<file path="src/csf_pkg.sv">
// Package for the status flag logic: register map, bit positions, op codes and types.
// Assumes a Wishbone classic slave with 32-bit data, one register per aligned word.
package csf_pkg;

	// ****************************************
	// Register map
	// ****************************************
	localparam logic [7:0]  CSF_FLAGS_IDX    = 8'hd0;               // Word index; the byte address is four times it
	localparam logic [9:0]  CSF_FLAGS_ADDR   = {CSF_FLAGS_IDX, 2'b00};
	localparam logic [7:0]  CSF_FLAGS_RESET  = 8'h00;
	localparam logic [31:0] CSF_UNMAPPED_RD  = 32'h0000_0000;

	// ****************************************
	// Bit positions of the status word
	// ****************************************
	localparam int CSF_BIT_CARRY    = 7;
	localparam int CSF_BIT_AUX      = 6;
	localparam int CSF_BIT_USER0    = 5;
	localparam int CSF_BIT_BANK_HI  = 4;
	localparam int CSF_BIT_BANK_LO  = 3;
	localparam int CSF_BIT_SIGN_ERR = 2;
	localparam int CSF_BIT_USER1    = 1;
	localparam int CSF_BIT_PARITY   = 0;

	localparam logic [7:0]  CSF_BYTE_MAX     = 8'hff;              // Largest product that fits one byte
	localparam logic [7:0]  CSF_DIV_ZERO     = 8'h00;
	localparam logic [7:0]  CSF_BANK_BYTES   = 8'h08;

	// ****************************************
	// Flag-affecting operations
	// ****************************************
	typedef enum logic [3:0] {
		CSF_OP_NONE       = 4'h0,
		CSF_OP_ADD        = 4'h1,
		CSF_OP_ADD_CARRY  = 4'h2,
		CSF_OP_SUB_BORROW = 4'h3,
		CSF_OP_PRODUCT    = 4'h4,
		CSF_OP_DIV        = 4'h5,
		CSF_OP_DEC_ADJUST = 4'h6,
		CSF_OP_CMP_JUMP   = 4'h7
	} csf_op_t;

	typedef struct packed {
		csf_op_t    op;     // Operation whose result updates the flags
		logic [7:0] a;      // First operand (accumulator)
		logic [7:0] b;      // Second operand
	} csf_alu_req_t;

	typedef struct packed {
		logic [7:0] lo;     // Low result byte
		logic [7:0] hi;     // High result byte (product high, remainder)
	} csf_alu_res_t;

endpackage : csf_pkg

</file>
<file path="src/csf_flags.sv">
// Status flag logic of the core: flag updates from ALU ops, user flags, bank select, parity.
// Assumes a Wishbone classic master on clk_i, and ALU requests presented one cycle each.
//
// Our own choice: the Wishbone interface to the registers.
`timescale 1ns/1ps
module csf_flags
	import csf_pkg::*;
(
	input  wire logic         clk_i,        // Core clock, 100 MHz
	input  wire logic         rst_i,        // Synchronous reset, active high
	input  wire logic         wb_cyc_i,     // Wishbone cycle
	input  wire logic         wb_stb_i,     // Wishbone strobe
	input  wire logic         wb_we_i,      // Wishbone write enable
	input  wire logic [31:0]  wb_adr_i,     // Wishbone byte address
	input  wire logic [3:0]   wb_sel_i,     // Wishbone byte selects
	input  wire logic [31:0]  wb_dat_i,     // Wishbone write data
	output logic      [31:0]  wb_dat_o,     // Wishbone read data
	output logic              wb_ack_o,     // Wishbone acknowledge
	input  csf_alu_req_t      alu_req_i,    // ALU op and operands, one cycle
	input  wire logic [7:0]   acc_i,        // Accumulator value for parity
	output csf_alu_res_t      alu_res_o,    // Registered ALU result bytes
	output logic      [1:0]   bank_sel_o,   // Selected register bank
	output logic      [7:0]   bank_base_o,  // Internal data address of R0
	output logic      [7:0]   status_o      // Current status word
);

	// ****************************************
	// Arithmetic helpers
	// ****************************************
	function automatic logic [8:0] add9(input logic [7:0] x, input logic [7:0] y, input logic c);
		add9 = {1'b0, x} + {1'b0, y} + {8'h00, c};
	endfunction

	function automatic logic [4:0] add5(input logic [3:0] x, input logic [3:0] y, input logic c);
		add5 = {1'b0, x} + {1'b0, y} + {4'h0, c};
	endfunction

	function automatic logic [7:0] add7(input logic [6:0] x, input logic [6:0] y, input logic c);
		add7 = {1'b0, x} + {1'b0, y} + {7'h00, c};
	endfunction

	// Carry, aux carry and sign error of x + y + c, above the 8-bit sum.
	// Subtraction passes y and c inverted, so its borrows are the inverted carries,
	// while the sign error stays the xor of the carries out of bits 6 and 7.
	function automatic logic [10:0] sum_flags(input logic [7:0] x, input logic [7:0] y, input logic c);
		logic [8:0] s9;
		logic [4:0] s5;
		logic [7:0] s7;
		s9 = add9(x, y, c);
		s5 = add5(x[3:0], y[3:0], c);
		s7 = add7(x[6:0], y[6:0], c);
		sum_flags = {s9[8], s5[4], s9[8] ^ s7[7], s9[7:0]};
	endfunction

	// Packed BCD correction; the top bit is the carry out of the high digit
	function automatic logic [8:0] dec_adjust(input logic [7:0] x, input logic cy, input logic ac);
		logic [8:0] s;
		logic       c;
		s = {1'b0, x};
		if (ac || (x[3:0] > 4'h9)) begin
			s = add9(x, 8'h06, 1'b0);
		end
		c = cy | s[8];
		if (c || (s[7:4] > 4'h9)) begin
			s = add9(s[7:0], 8'h60, 1'b0);
			c = 1'b1;
		end
		dec_adjust = {c, s[7:0]};
	endfunction

	// Product that no longer fits one byte
	function automatic logic prod_wide(input logic [15:0] p);
		prod_wide = (p > {8'h00, CSF_BYTE_MAX});
	endfunction

	// Word decode of the byte address; the two low bits only pick a lane
	function automatic logic addr_hit(input logic [31:0] a);
		addr_hit = (a[31:2] == {22'h000000, CSF_FLAGS_ADDR[9:2]});
	endfunction

	// Internal data address of R0 in the selected bank
	function automatic logic [7:0] bank_base(input logic [1:0] bank);
		bank_base = CSF_BANK_BYTES * {6'h00, bank};
	endfunction

	// ****************************************
	// Bus decode
	// ****************************************
	logic        ack_r;
	logic        ack_nxt;
	logic [31:0] rdat_r;
	logic [31:0] rdat_nxt;
	logic        req;
	logic        hit;
	logic        bus_wr;

	// A request is taken only while ack is low, so each bus cycle acts once
	assign req    = wb_cyc_i & wb_stb_i & ~ack_r;
	assign hit    = addr_hit(wb_adr_i);
	// Lane 0 holds the whole register; a write without it changes nothing
	assign bus_wr = req & wb_we_i & hit & wb_sel_i[0];

	// ****************************************
	// Operand preparation
	// ****************************************
	logic [7:0]   status_r;
	logic [7:0]   status_nxt;
	csf_alu_res_t res_r;
	csf_alu_res_t res_nxt;
	logic         add_cin;
	logic [10:0]  add_f;
	logic [10:0]  sub_f;
	logic [15:0]  prod;
	logic [8:0]   adj_f;
	logic         div_zero;
	logic [7:0]   quot;
	logic [7:0]   rem;

	// Every candidate is formed each cycle; beyond the add carry in, the op code only selects among them.
	// Costs area, but keeps the flag path one level of muxing deep.
	always_comb begin
		add_cin  = (alu_req_i.op == CSF_OP_ADD_CARRY) ? status_r[CSF_BIT_CARRY] : 1'b0;
		add_f    = sum_flags(alu_req_i.a, alu_req_i.b, add_cin);
		sub_f    = sum_flags(alu_req_i.a, ~alu_req_i.b, ~status_r[CSF_BIT_CARRY]);
		prod     = {8'h00, alu_req_i.a} * {8'h00, alu_req_i.b};
		adj_f    = dec_adjust(alu_req_i.a, status_r[CSF_BIT_CARRY], status_r[CSF_BIT_AUX]);
		div_zero = (alu_req_i.b == CSF_DIV_ZERO);
		// A zero divisor still reaches the divider, but its result is muxed to zero, so no unknown leaks out
		quot     = div_zero ? 8'h00 : (alu_req_i.a / alu_req_i.b);
		rem      = div_zero ? 8'h00 : (alu_req_i.a % alu_req_i.b);
	end

	// ****************************************
	// Status word next value
	// ****************************************
	always_comb begin
		status_nxt = status_r;
		// Software write first; an ALU update in the same cycle wins on its own bits
		if (bus_wr) begin
			status_nxt = wb_dat_i[7:0];
		end
		unique case (alu_req_i.op)
			CSF_OP_ADD, CSF_OP_ADD_CARRY: begin
				status_nxt[CSF_BIT_CARRY]    = add_f[10];
				status_nxt[CSF_BIT_AUX]      = add_f[9];
				status_nxt[CSF_BIT_SIGN_ERR] = add_f[8];
			end

			CSF_OP_SUB_BORROW: begin
				status_nxt[CSF_BIT_CARRY]    = ~sub_f[10];
				status_nxt[CSF_BIT_AUX]      = ~sub_f[9];
				status_nxt[CSF_BIT_SIGN_ERR] = sub_f[8];
			end

			CSF_OP_PRODUCT: begin
				status_nxt[CSF_BIT_CARRY]    = 1'b0;
				status_nxt[CSF_BIT_SIGN_ERR] = prod_wide(prod);
			end

			CSF_OP_DIV: begin
				status_nxt[CSF_BIT_CARRY]    = 1'b0;
				status_nxt[CSF_BIT_SIGN_ERR] = div_zero;
			end

			CSF_OP_DEC_ADJUST: begin
				status_nxt[CSF_BIT_CARRY]    = adj_f[8];
			end

			CSF_OP_CMP_JUMP: begin
				status_nxt[CSF_BIT_CARRY]    = (alu_req_i.a < alu_req_i.b);
			end

			CSF_OP_NONE: begin
			end

			default: begin
			end
		endcase
		// Parity tracks the accumulator every cycle; software cannot write it
		status_nxt[CSF_BIT_PARITY] = ^acc_i;
	end

	// ****************************************
	// ALU result next value
	// ****************************************
	always_comb begin
		res_nxt = res_r;
		unique case (alu_req_i.op)
			CSF_OP_ADD, CSF_OP_ADD_CARRY: begin
				res_nxt.lo = add_f[7:0];
				res_nxt.hi = 8'h00;
			end

			CSF_OP_SUB_BORROW: begin
				res_nxt.lo = sub_f[7:0];
				res_nxt.hi = 8'h00;
			end

			CSF_OP_PRODUCT: begin
				res_nxt.lo = prod[7:0];
				res_nxt.hi = prod[15:8];
			end

			CSF_OP_DIV: begin
				// Results are undefined for a zero divisor; holding them costs nothing
				if (!div_zero) begin
					res_nxt.lo = quot;
					res_nxt.hi = rem;
				end
			end

			CSF_OP_DEC_ADJUST: begin
				res_nxt.lo = adj_f[7:0];
				res_nxt.hi = 8'h00;
			end

			CSF_OP_CMP_JUMP, CSF_OP_NONE: begin
			end

			default: begin
			end
		endcase
	end

	// ****************************************
	// Bus next value
	// ****************************************
	always_comb begin
		ack_nxt  = req;
		rdat_nxt = rdat_r;
		// Read data shows the word as it stood before the taking edge
		if (req) begin
			rdat_nxt = hit ? {24'h000000, status_r} : CSF_UNMAPPED_RD;
		end
	end

	// ****************************************
	// Registers
	// ****************************************
	always_ff @(posedge clk_i) begin
		if (rst_i) begin
			status_r <= CSF_FLAGS_RESET;
		end else begin
			status_r <= status_nxt;
		end
	end

	always_ff @(posedge clk_i) begin
		if (rst_i) begin
			res_r <= '0;
		end else begin
			res_r <= res_nxt;
		end
	end

	always_ff @(posedge clk_i) begin
		if (rst_i) begin
			ack_r  <= 1'b0;
			rdat_r <= CSF_UNMAPPED_RD;
		end else begin
			ack_r  <= ack_nxt;
			rdat_r <= rdat_nxt;
		end
	end

	// ****************************************
	// Outputs
	// ****************************************
	assign wb_ack_o    = ack_r;
	assign wb_dat_o    = rdat_r;
	assign alu_res_o   = res_r;
	assign status_o    = status_r;

	// ****************************************
	// Bank select
	// ****************************************
	// Both outputs come straight from the register, so a bank change is seen
	// by the register file in the cycle after the write that made it
	assign bank_sel_o  = {status_r[CSF_BIT_BANK_HI], status_r[CSF_BIT_BANK_LO]};
	assign bank_base_o = bank_base(bank_sel_o);

endmodule // csf_flags

</file>
<file path="config.mk">
export PLATFORM = sky130hd
export DESIGN_NAME = csf_flags
export DESIGN_NICKNAME = d
export VERILOG_FILES = /design/src/csf_pkg.sv /design/src/csf_flags.sv
export SDC_FILE = /design/constraint.sdc
export NUM_CORES = 1
export LEC_CHECK = 0
export ABC_AREA = 1
export BUFFER_PORTS_ARGS = -buffer_cell sky130_fd_sc_hd__buf_2
export CORE_ASPECT_RATIO = 2
export CORE_MARGIN = 5
export CORE_UTILIZATION = 61
export DETAILED_ROUTE_END_ITERATION = 12
export PLACE_DENSITY = 0.95
export SLEW_MARGIN = 20
export SYNTH_ARGS = -nofsm -noshare
export SYNTH_HDL_FRONTEND = slang
export SYNTH_SLANG_ARGS = --single-unit
</file>
<file path="constraint.sdc">
create_clock -name clk_i -period 21.6 [get_ports clk_i]
set_clock_uncertainty 0.1 [all_clocks]
set_input_delay 1.08 -clock clk_i [delete_from_list [all_inputs] [get_ports clk_i]]
set_output_delay 1.08 -clock clk_i [all_outputs]
set_load 0.005 [all_outputs]
</file>
==> summary.md, run 1 <==
| Metric | Value |
|---|---|
| Status | finished, final reports clean |
| Slowest cell on the critical path | ha_1 |
| CTS tree | yes |
| Ys flop type | dfxtp_1 |
| Fin crit period | 11920 ps |
| Setup TNS | 0 ps |
| Setup repair after global routing missed its margin | false |
| Final antenna-violating net count | 0 |
| Initial antenna violation count | 0 |
| Peak supply drop | 0.0550 mV |
| Worst path arrival time | 12040 ps |
| Worst setup SP type | input pin |
| R2r worst-path depth | 17 |
| Internal power | 0.245 mW |
| DRC | 0 |
| Most common cell on crit path | nand2_1 |
| Post-cts gate resize count | 0 |
| Area grow syn2layout | 8.58% |
| Ratio of cells with drive above 1 in the final layout | 0.143 |
| Post-detail-place hpwl | 17700 um |
| Post-route setup slack | 9680 ps |
| Achievable Freq | 83.9 MHz |
| Terminus of the critical flop-to-flop path | status_o[2] |
| Hold Path Depth | 1 |
| Gpl congestion | 1.03 |
| Count of cell types in the netlist | 55 |
| Commonest non-fill, non-tap cells in the layout | nand2_1, inv_1, buf_2 |
| # setup viols final | 0 |
| Crit. Startpoint | alu_req_i[0] |
| Sequential area share after synthesis | 0.0929 |
| Antenna Cells | 0 |
| Buffers on Ports | 107 |
| Clock sink total | 33 |
| Clock Power Share | 0.192 |
| Most common cell after layout, fill and taps aside | nand2_1 |
| Kind of path behind the tightest hold check | flip-flop to flip-flop |
| Worst Path Required | 21720 ps |
| Worst setup path class | input pin to flip-flop |
| Main area contributors after synthesis | ha_1, nand2_1, fa_1 |
| Final wirelength | approximately 22000 um |
| Via Count | 7517 |
| Worst Setup EP | alu_res_o[6] |
| Mapped Area | 7110 um2 |
| Site Rows | between 50 and 60 |
| Finished Core Util | 0.680 |
| Clk buf depth | 2 |
| Avg Cell Area, Syn | 6.65 um2 |
| Initial Utilization | 0.627 |
| Pre-CTS WS | ~9600 ps |
| Skew-Pair Late Insertion Delay | 280 ps |
| Yosys top cell area share | 0.165 |
| Clk pin slew, worst setup/hold paths | ~60 ps |
| Largest net degree at the start of global routing | 23 |
| H-tree depth | 2 |
| First-pass GRT wire length | 34100 um |
| #FFs+latches synth | 33 |
| P_sw | 0.237 mW |
| First-pass DRT Iterations | 5 |
| Crit Path Max Fanout | 12 |
| Worst R2R Setup Slack | around 18000 ps |
| Period utilization | 0.552 |
| Chip height | 163 um |
| Grt total ovfl | 0 |
| Total GRT Usage | 0.306 |
| Post-CTS Hold Buffers | 0 |
| Pwr dens | between 60 and 70 nW/um2 |
| Synth area leader | ha_1 |
| EDFF count, synth | 0 |
| Die Wd | 86.4 um |
| Ys Warns | 0 |
| CP max stage delay | about 420 ps |
| Number of global-route vias before repair | 7378 |
| Final #Nets | 1388 |
| CTS buffer count | 5 |
| Final non-filler cell area | about 7700 um2 |
| Seq pwr share | 0.140 |
| DIE AREA | 14100 um2 |
| Sw Ratio | 0.491 |
| Combinational share of power | 0.668 |
| Post-synth ARST share | 0 |
| Initial DRC count | 523 |
| CP endpoint kind | flip-flop |
| Root buf cell | clkbuf_16 |
| Post-CTS Setup Bufs | 0 |
| Fillers | 974 |
| Top Ports | ~170 |
| WL per Instance | 16.9 um |
| Fin. Hold Viols | 0 |
| Vias per cell | slightly below 6 |
| Cells after synthesis | 1070 |
| Worst r2r src | status_o[7] |
| Worst slew pin tran | 1010 ps |
| Fin Hold WS | 340 ps |
| Core area | about 11000 um2 |
| Slew Limit Fails | 0 |
| Max Cap Viol | 0 |
| Placed cell area | 7530 um2 |
| Static Leakage | roughly 4.4 nW |
| Slew headroom | 0.323 |
[routing by layer]
metal / vias to the layer above / track usage / share of wire
li1: 3562 / - / -
met1: 3364 / 0.301 / 0.33
met2: 440 / 0.553 / 0.50
met3: 151 / 0.0410 / 0.082
met4: 0 / 0.242 / 0.091
met5: - / 0 / 0
[kinds of logic (layout without fill, tap and decap cells)]
| kind of cell | after synthesis | count (layout) | share of synthesized area |
|---|---|---|---|
| buf+inv | 253 | 307 | 0.158 |
| xor+xnor | 38 | 38 | 0.0478 |
| flops | 33 | 33 | 0.0929 |
| simple gates | 413 | 413 | 0.261 |
| other cells | 1 | 30 | 0.000527 |
| fa+ha+maj | 135 | 135 | 0.281 |
| compound gates | 197 | 197 | 0.159 |
[sequential cells by signal, summed over array words and instances (netlist names)]
register / count
alu_res_o: 16
status_o: 8
wb_dat_o: 8
wb_ack_o: 1
[power by group through the flow]
| stage | combinational (mW) | clock, mW | sequential [mW] |
|---|---|---|---|
| CTS | 0.312 | 0.0925 | 0.0673 |
| detailed placement | 0.311 | 0 | 0.0685 |
| floorplan | 0.232 | 0 | 0.0686 |
| finish | 0.322 | 0.0926 | 0.0675 |
| global placement | 0.300 | 0 | 0.0684 |
| global route | 0.359 | 0.0945 | 0.0677 |
[how the worst min path moves through the flow]
| stage | end | startpoint |
|---|---|---|
| after floorplan | wb_ack_o | wb_ack_o |
| after global placement | wb_ack_o | wb_ack_o |
| after detailed placement | wb_ack_o | wb_ack_o |
| after CTS | wb_ack_o | wb_ack_o |
| after global routing | wb_ack_o | wb_ack_o |
| final | wb_ack_o | wb_ack_o |
[area by class of cell]
type	instances	area, um2	area share
Multi-Input combinational cell	813	5440	0.704
Sequential cell	33	661	0.0855
Tap cell	142	178	0.0230
Inverter	192	726	0.0939
Clock inverter	3	65.1	0.00842
Timing Repair Buffer	107	536	0.0693
Clock buffer	5	125	0.0162
[cells in the mapped netlist, types with 9 or more instances]
cell      instances
nand3_1          51
clkbuf_1         10
nor2_1           63
ha_1             94
xor2_1           28
buf_2             9
and2_1            9
nand2_1         221
dfxtp_1          33
buf_4            41
fa_1             41
nand4_1          10
xnor2_1           9
a21oi_1          76
nor3_1           11
inv_1           180
o21ai_0          65
or2_2            12
[per-stage QoR]
step | cells | power, mW
finish | 1295 | 0.482
global route | 1295 | 0.521
floorplan | 1099 | 0.300
detailed placement | 1287 | 0.379
global placement | 1287 | 0.368
CTS | 1295 | 0.472
[worst max-delay path, delay by kind of cell]
family / cells / cell delay (ps)
buf+inv: 8 / 1380
fa+ha+maj: 8 / 2610
compound gates: 13 / 2390
simple gates: 34 / 4580
(Power assumes the default switching activity.)
==> inputs of run 2 (changes only) <==
- ABC_AREA: 1 -> 0
- CORE_UTILIZATION: 61 -> 56
- PLACE_DENSITY: 0.95 -> 0.9
- clock period: 21.6 -> 11.78 ns (I/O delays scaled with it)
==> summary.md, run 2 <==
| Metric | Value |
|---|---|
| Ys Warns | 0 (unchanged) |
| First-pass DRT Iterations | 5 (unchanged) |
| Achievable Freq | 89.2 MHz |
| CTS buffer count | 5 (unchanged) |
| Period utilization | 0.952 |
| Mapped Area | 6990 um2 (was 7110 um2) |
| Sequential area share after synthesis | 0.0946 (was 0.0929) |
| Largest net degree at the start of global routing | 35 (was 23) |
| EDFF count, synth | 0 (unchanged) |
| Gpl congestion | 1.00 (was 1.03) |
| Clock sink total | 33 (unchanged) |
| Most common cell on crit path | ha_1 (was nand2_1) |
| Post-detail-place hpwl | 18600 um (was 17700 um) |
| Skew-Pair Late Insertion Delay | 270 ps (was 280 ps) |
| Slowest cell on the critical path | or4_4 (was ha_1) |
| Initial Utilization | 0.573 (was 0.627) |
| Main area contributors after synthesis | ha_1, fa_1, dfxtp_1 (was ha_1, nand2_1, fa_1) |
| #FFs+latches synth | 33 (unchanged) |
| First-pass GRT wire length | 34800 um (was 34100 um) |
| Total GRT Usage | 0.296 (was 0.306) |
| Finished Core Util | 0.649 (was 0.680) |
| Initial DRC count | 397 (was 523) |
| Worst slew pin tran | 1070 ps (was 1010 ps) |
| CP endpoint kind | flip-flop (unchanged) |
| Kind of path behind the tightest hold check | flip-flop to flip-flop (unchanged) |
| Die Wd | 89.0 um (was 86.4 um) |
| Post-synth ARST share | 0 (unchanged) |
| Cells after synthesis | 896 (was 1070) |
| Worst setup SP type | input pin (unchanged) |
| Final antenna-violating net count | 0 (unchanged) |
| CP max stage delay | 620 ps (was 420 ps) |
| Fin. Hold Viols | 0 (unchanged) |
| Static Leakage | 3.85 nW (was 4.36 nW) |
| Crit Path Max Fanout | 9 (was 12) |
| Final #Nets | 1248 (was 1388) |
| Buffers on Ports | 107 (unchanged) |
| Top Ports | 168 (unchanged) |
| Via Count | 7338 (was 7517) |
| Most frequent cell after synthesis | ha_1 (was nand2_1) |
| Avg Cell Area, Syn | 7.80 um2 (was 6.65 um2) |
| Area grow syn2layout | 13.2% (was 8.58%) |
| DIE AREA | 14900 um2 (was 14100 um2) |
| Core area | 12200 um2 (was 11400 um2) |
| WL per Instance | 19.6 um (was 16.9 um) |
| Count of cell types in the netlist | 80 (was 55) |
| Yosys top cell area share | 0.168 (was 0.165) |
| Commonest non-fill, non-tap cells in the layout | buf_2, ha_1, nor2_1 (was nand2_1, inv_1, buf_2) |
| Slew Limit Fails | 0 (unchanged) |
| Ys flop type | dfxtp_1 (unchanged) |
| Commonest cells in the netlist | ha_1, nor2_1, inv_1, nand2_1, a21oi_1 (was nand2_1, inv_1, ha_1, a21oi_1, o21ai_0) |
| Max Cap Viol | 0 (unchanged) |
| H-tree depth | 2 (unchanged) |
| Most common cell after layout, fill and taps aside | buf_2 (was nand2_1) |
| DRC | 0 (unchanged) |
| Worst path arrival time | 11300 ps (was 12040 ps) |
| Number of global-route vias before repair | 7401 (was 7378) |
| Ratio of cells with drive above 1 in the final layout | 0.185 (was 0.143) |
| Site Rows | 57 (was 55) |
| Vias per cell | 6.33 (was 5.80) |
| Peak supply drop | 0.102 mV (was 0.0550 mV) |
| Root buf cell | clkbuf_16 (unchanged) |
| Grt total ovfl | 0 (unchanged) |
| Clk pin slew, worst setup/hold paths | 50 ps (was 60 ps) |
| Antenna Cells | 0 (unchanged) |
| # setup viols final | 0 (unchanged) |
| Worst Path Required | 11870 ps (was 21720 ps) |
| Worst setup path class | input pin to flip-flop (unchanged) |
| CTS tree | yes (unchanged) |
| Number of flip-flops in the largest register | 16 (unchanged) |
| Slew headroom | 0.278 (was 0.323) |
| Initial antenna violation count | 0 (unchanged) |
| Fin Hold WS | 360 ps (was 340 ps) |
| Fin crit period | roughly 11000 ps |
| Status | finished, final reports clean (unchanged) |
| Pwr dens | 103 nW/um2 (was 62.4 nW/um2) |
| Final wirelength | 22700 um (was 21900 um) |
| Clk buf depth | 2 (unchanged) |
| Synth area leader | ha_1 (unchanged) |
| Chip height | 168 um (was 163 um) |
run 2: cell count changes after synthesis, moves of 13 or more:
cell and change:
a211oi_1 +13, a21oi_1 -24, clkbuf_1 +17, inv_1 -101, nand2_1 -156, nand3_1 -38, nor2_1 +27, nor3_1 +18
o21a_1 +13, o21ai_0 -37
run 2: worst max-delay path: cells and delay by family:
kind / cells / cell delay, ps
buffers and inverters: 4 / 470
and+or+nand+nor: 11 / 2870
adders and majority gates: 7 / 2180
AOI/OAI and AO/OA: 23 / 5170
run 2: power by group:
part	switching, mW	leakage, nW	total (mW)	internal [mW]
Sequential	0.00484	0.269	0.123	0.118
Clock	0.0414	0.0700	0.124	0.0826
Combinational	0.333	3.51	0.569	0.236
Total	0.379	3.85	0.816	0.437
run 2: cell families (layout without fill, tap and decap cells):
group / after synthesis / in the layout / synth area share
and+or+nand+nor: 290 / 290 / 0.205
AOI/OAI and AO/OA: 235 / 235 / 0.242
buffers and inverters: 146 / 233 / 0.0990
adders and majority gates: 135 / 135 / 0.286
xor gates and xnor gates: 41 / 41 / 0.0514
DFF: 33 / 33 / 0.0946
muxes: 15 / 15 / 0.0220
other: 1 / 30 / 0.000537
run 2: timing repair:
action,CTS,global route
resized for setup,0,16
hold buffers,0,0
setup buffers,0,8
endpoints found under the hold margin,0,0
setup endpoints to repair,0,9
run 2: area by class of cell:
cell class	count	area, um2
Multi-Input combinational cell	746	5800
Fill cell	1100	4290
Timing Repair Buffer	144	813
Sequential cell	33	661
Inverter	82	308
Tap cell	147	184
Clock buffer	7	143
run 2: metrics by stage:
| stage | worst slack [ps] | power (mW) | std cells | cell area [um2] | setup TNS, ps |
|---|---|---|---|---|---|
| floorplan | 997 | 0.529 | 925 | 7100 | 0 |
| global placement | 321 | 0.653 | 1144 | 7650 | 0 |
| detailed placement | 34.5 | 0.670 | 1144 | 7650 | 0 |
| CTS | 283 | 0.797 | 1151 | 7790 | 0 |
| global route | -23.0 | 0.883 | 1159 | 7910 | -23.0 |
| finish | 567 | 0.816 | 1159 | 7910 | 0 |
run 2: path summary, 6_finish.rpt:
path	startpoint	to	slack (ps)	cells after the start
min reg2reg	alu_res_o[11]	alu_res_o[11]	360	2
max	alu_req_i[5]	alu_res_o[4]	570	45
min	alu_res_o[11]	alu_res_o[11]	360	2
max reg2reg	status_o[7]	alu_res_o[14]	8580	9
run 2: layer usage:
layer  vias to the layer above  routed length, um  share of wire  track usage
met5                         -                  0              0            0
met4                         0               2200          0.097        0.244
met3                       130               1670          0.073       0.0308
met2                       413              11500           0.50        0.538
met1                      3426               7400           0.33        0.284
li1                       3369                  -              -            -
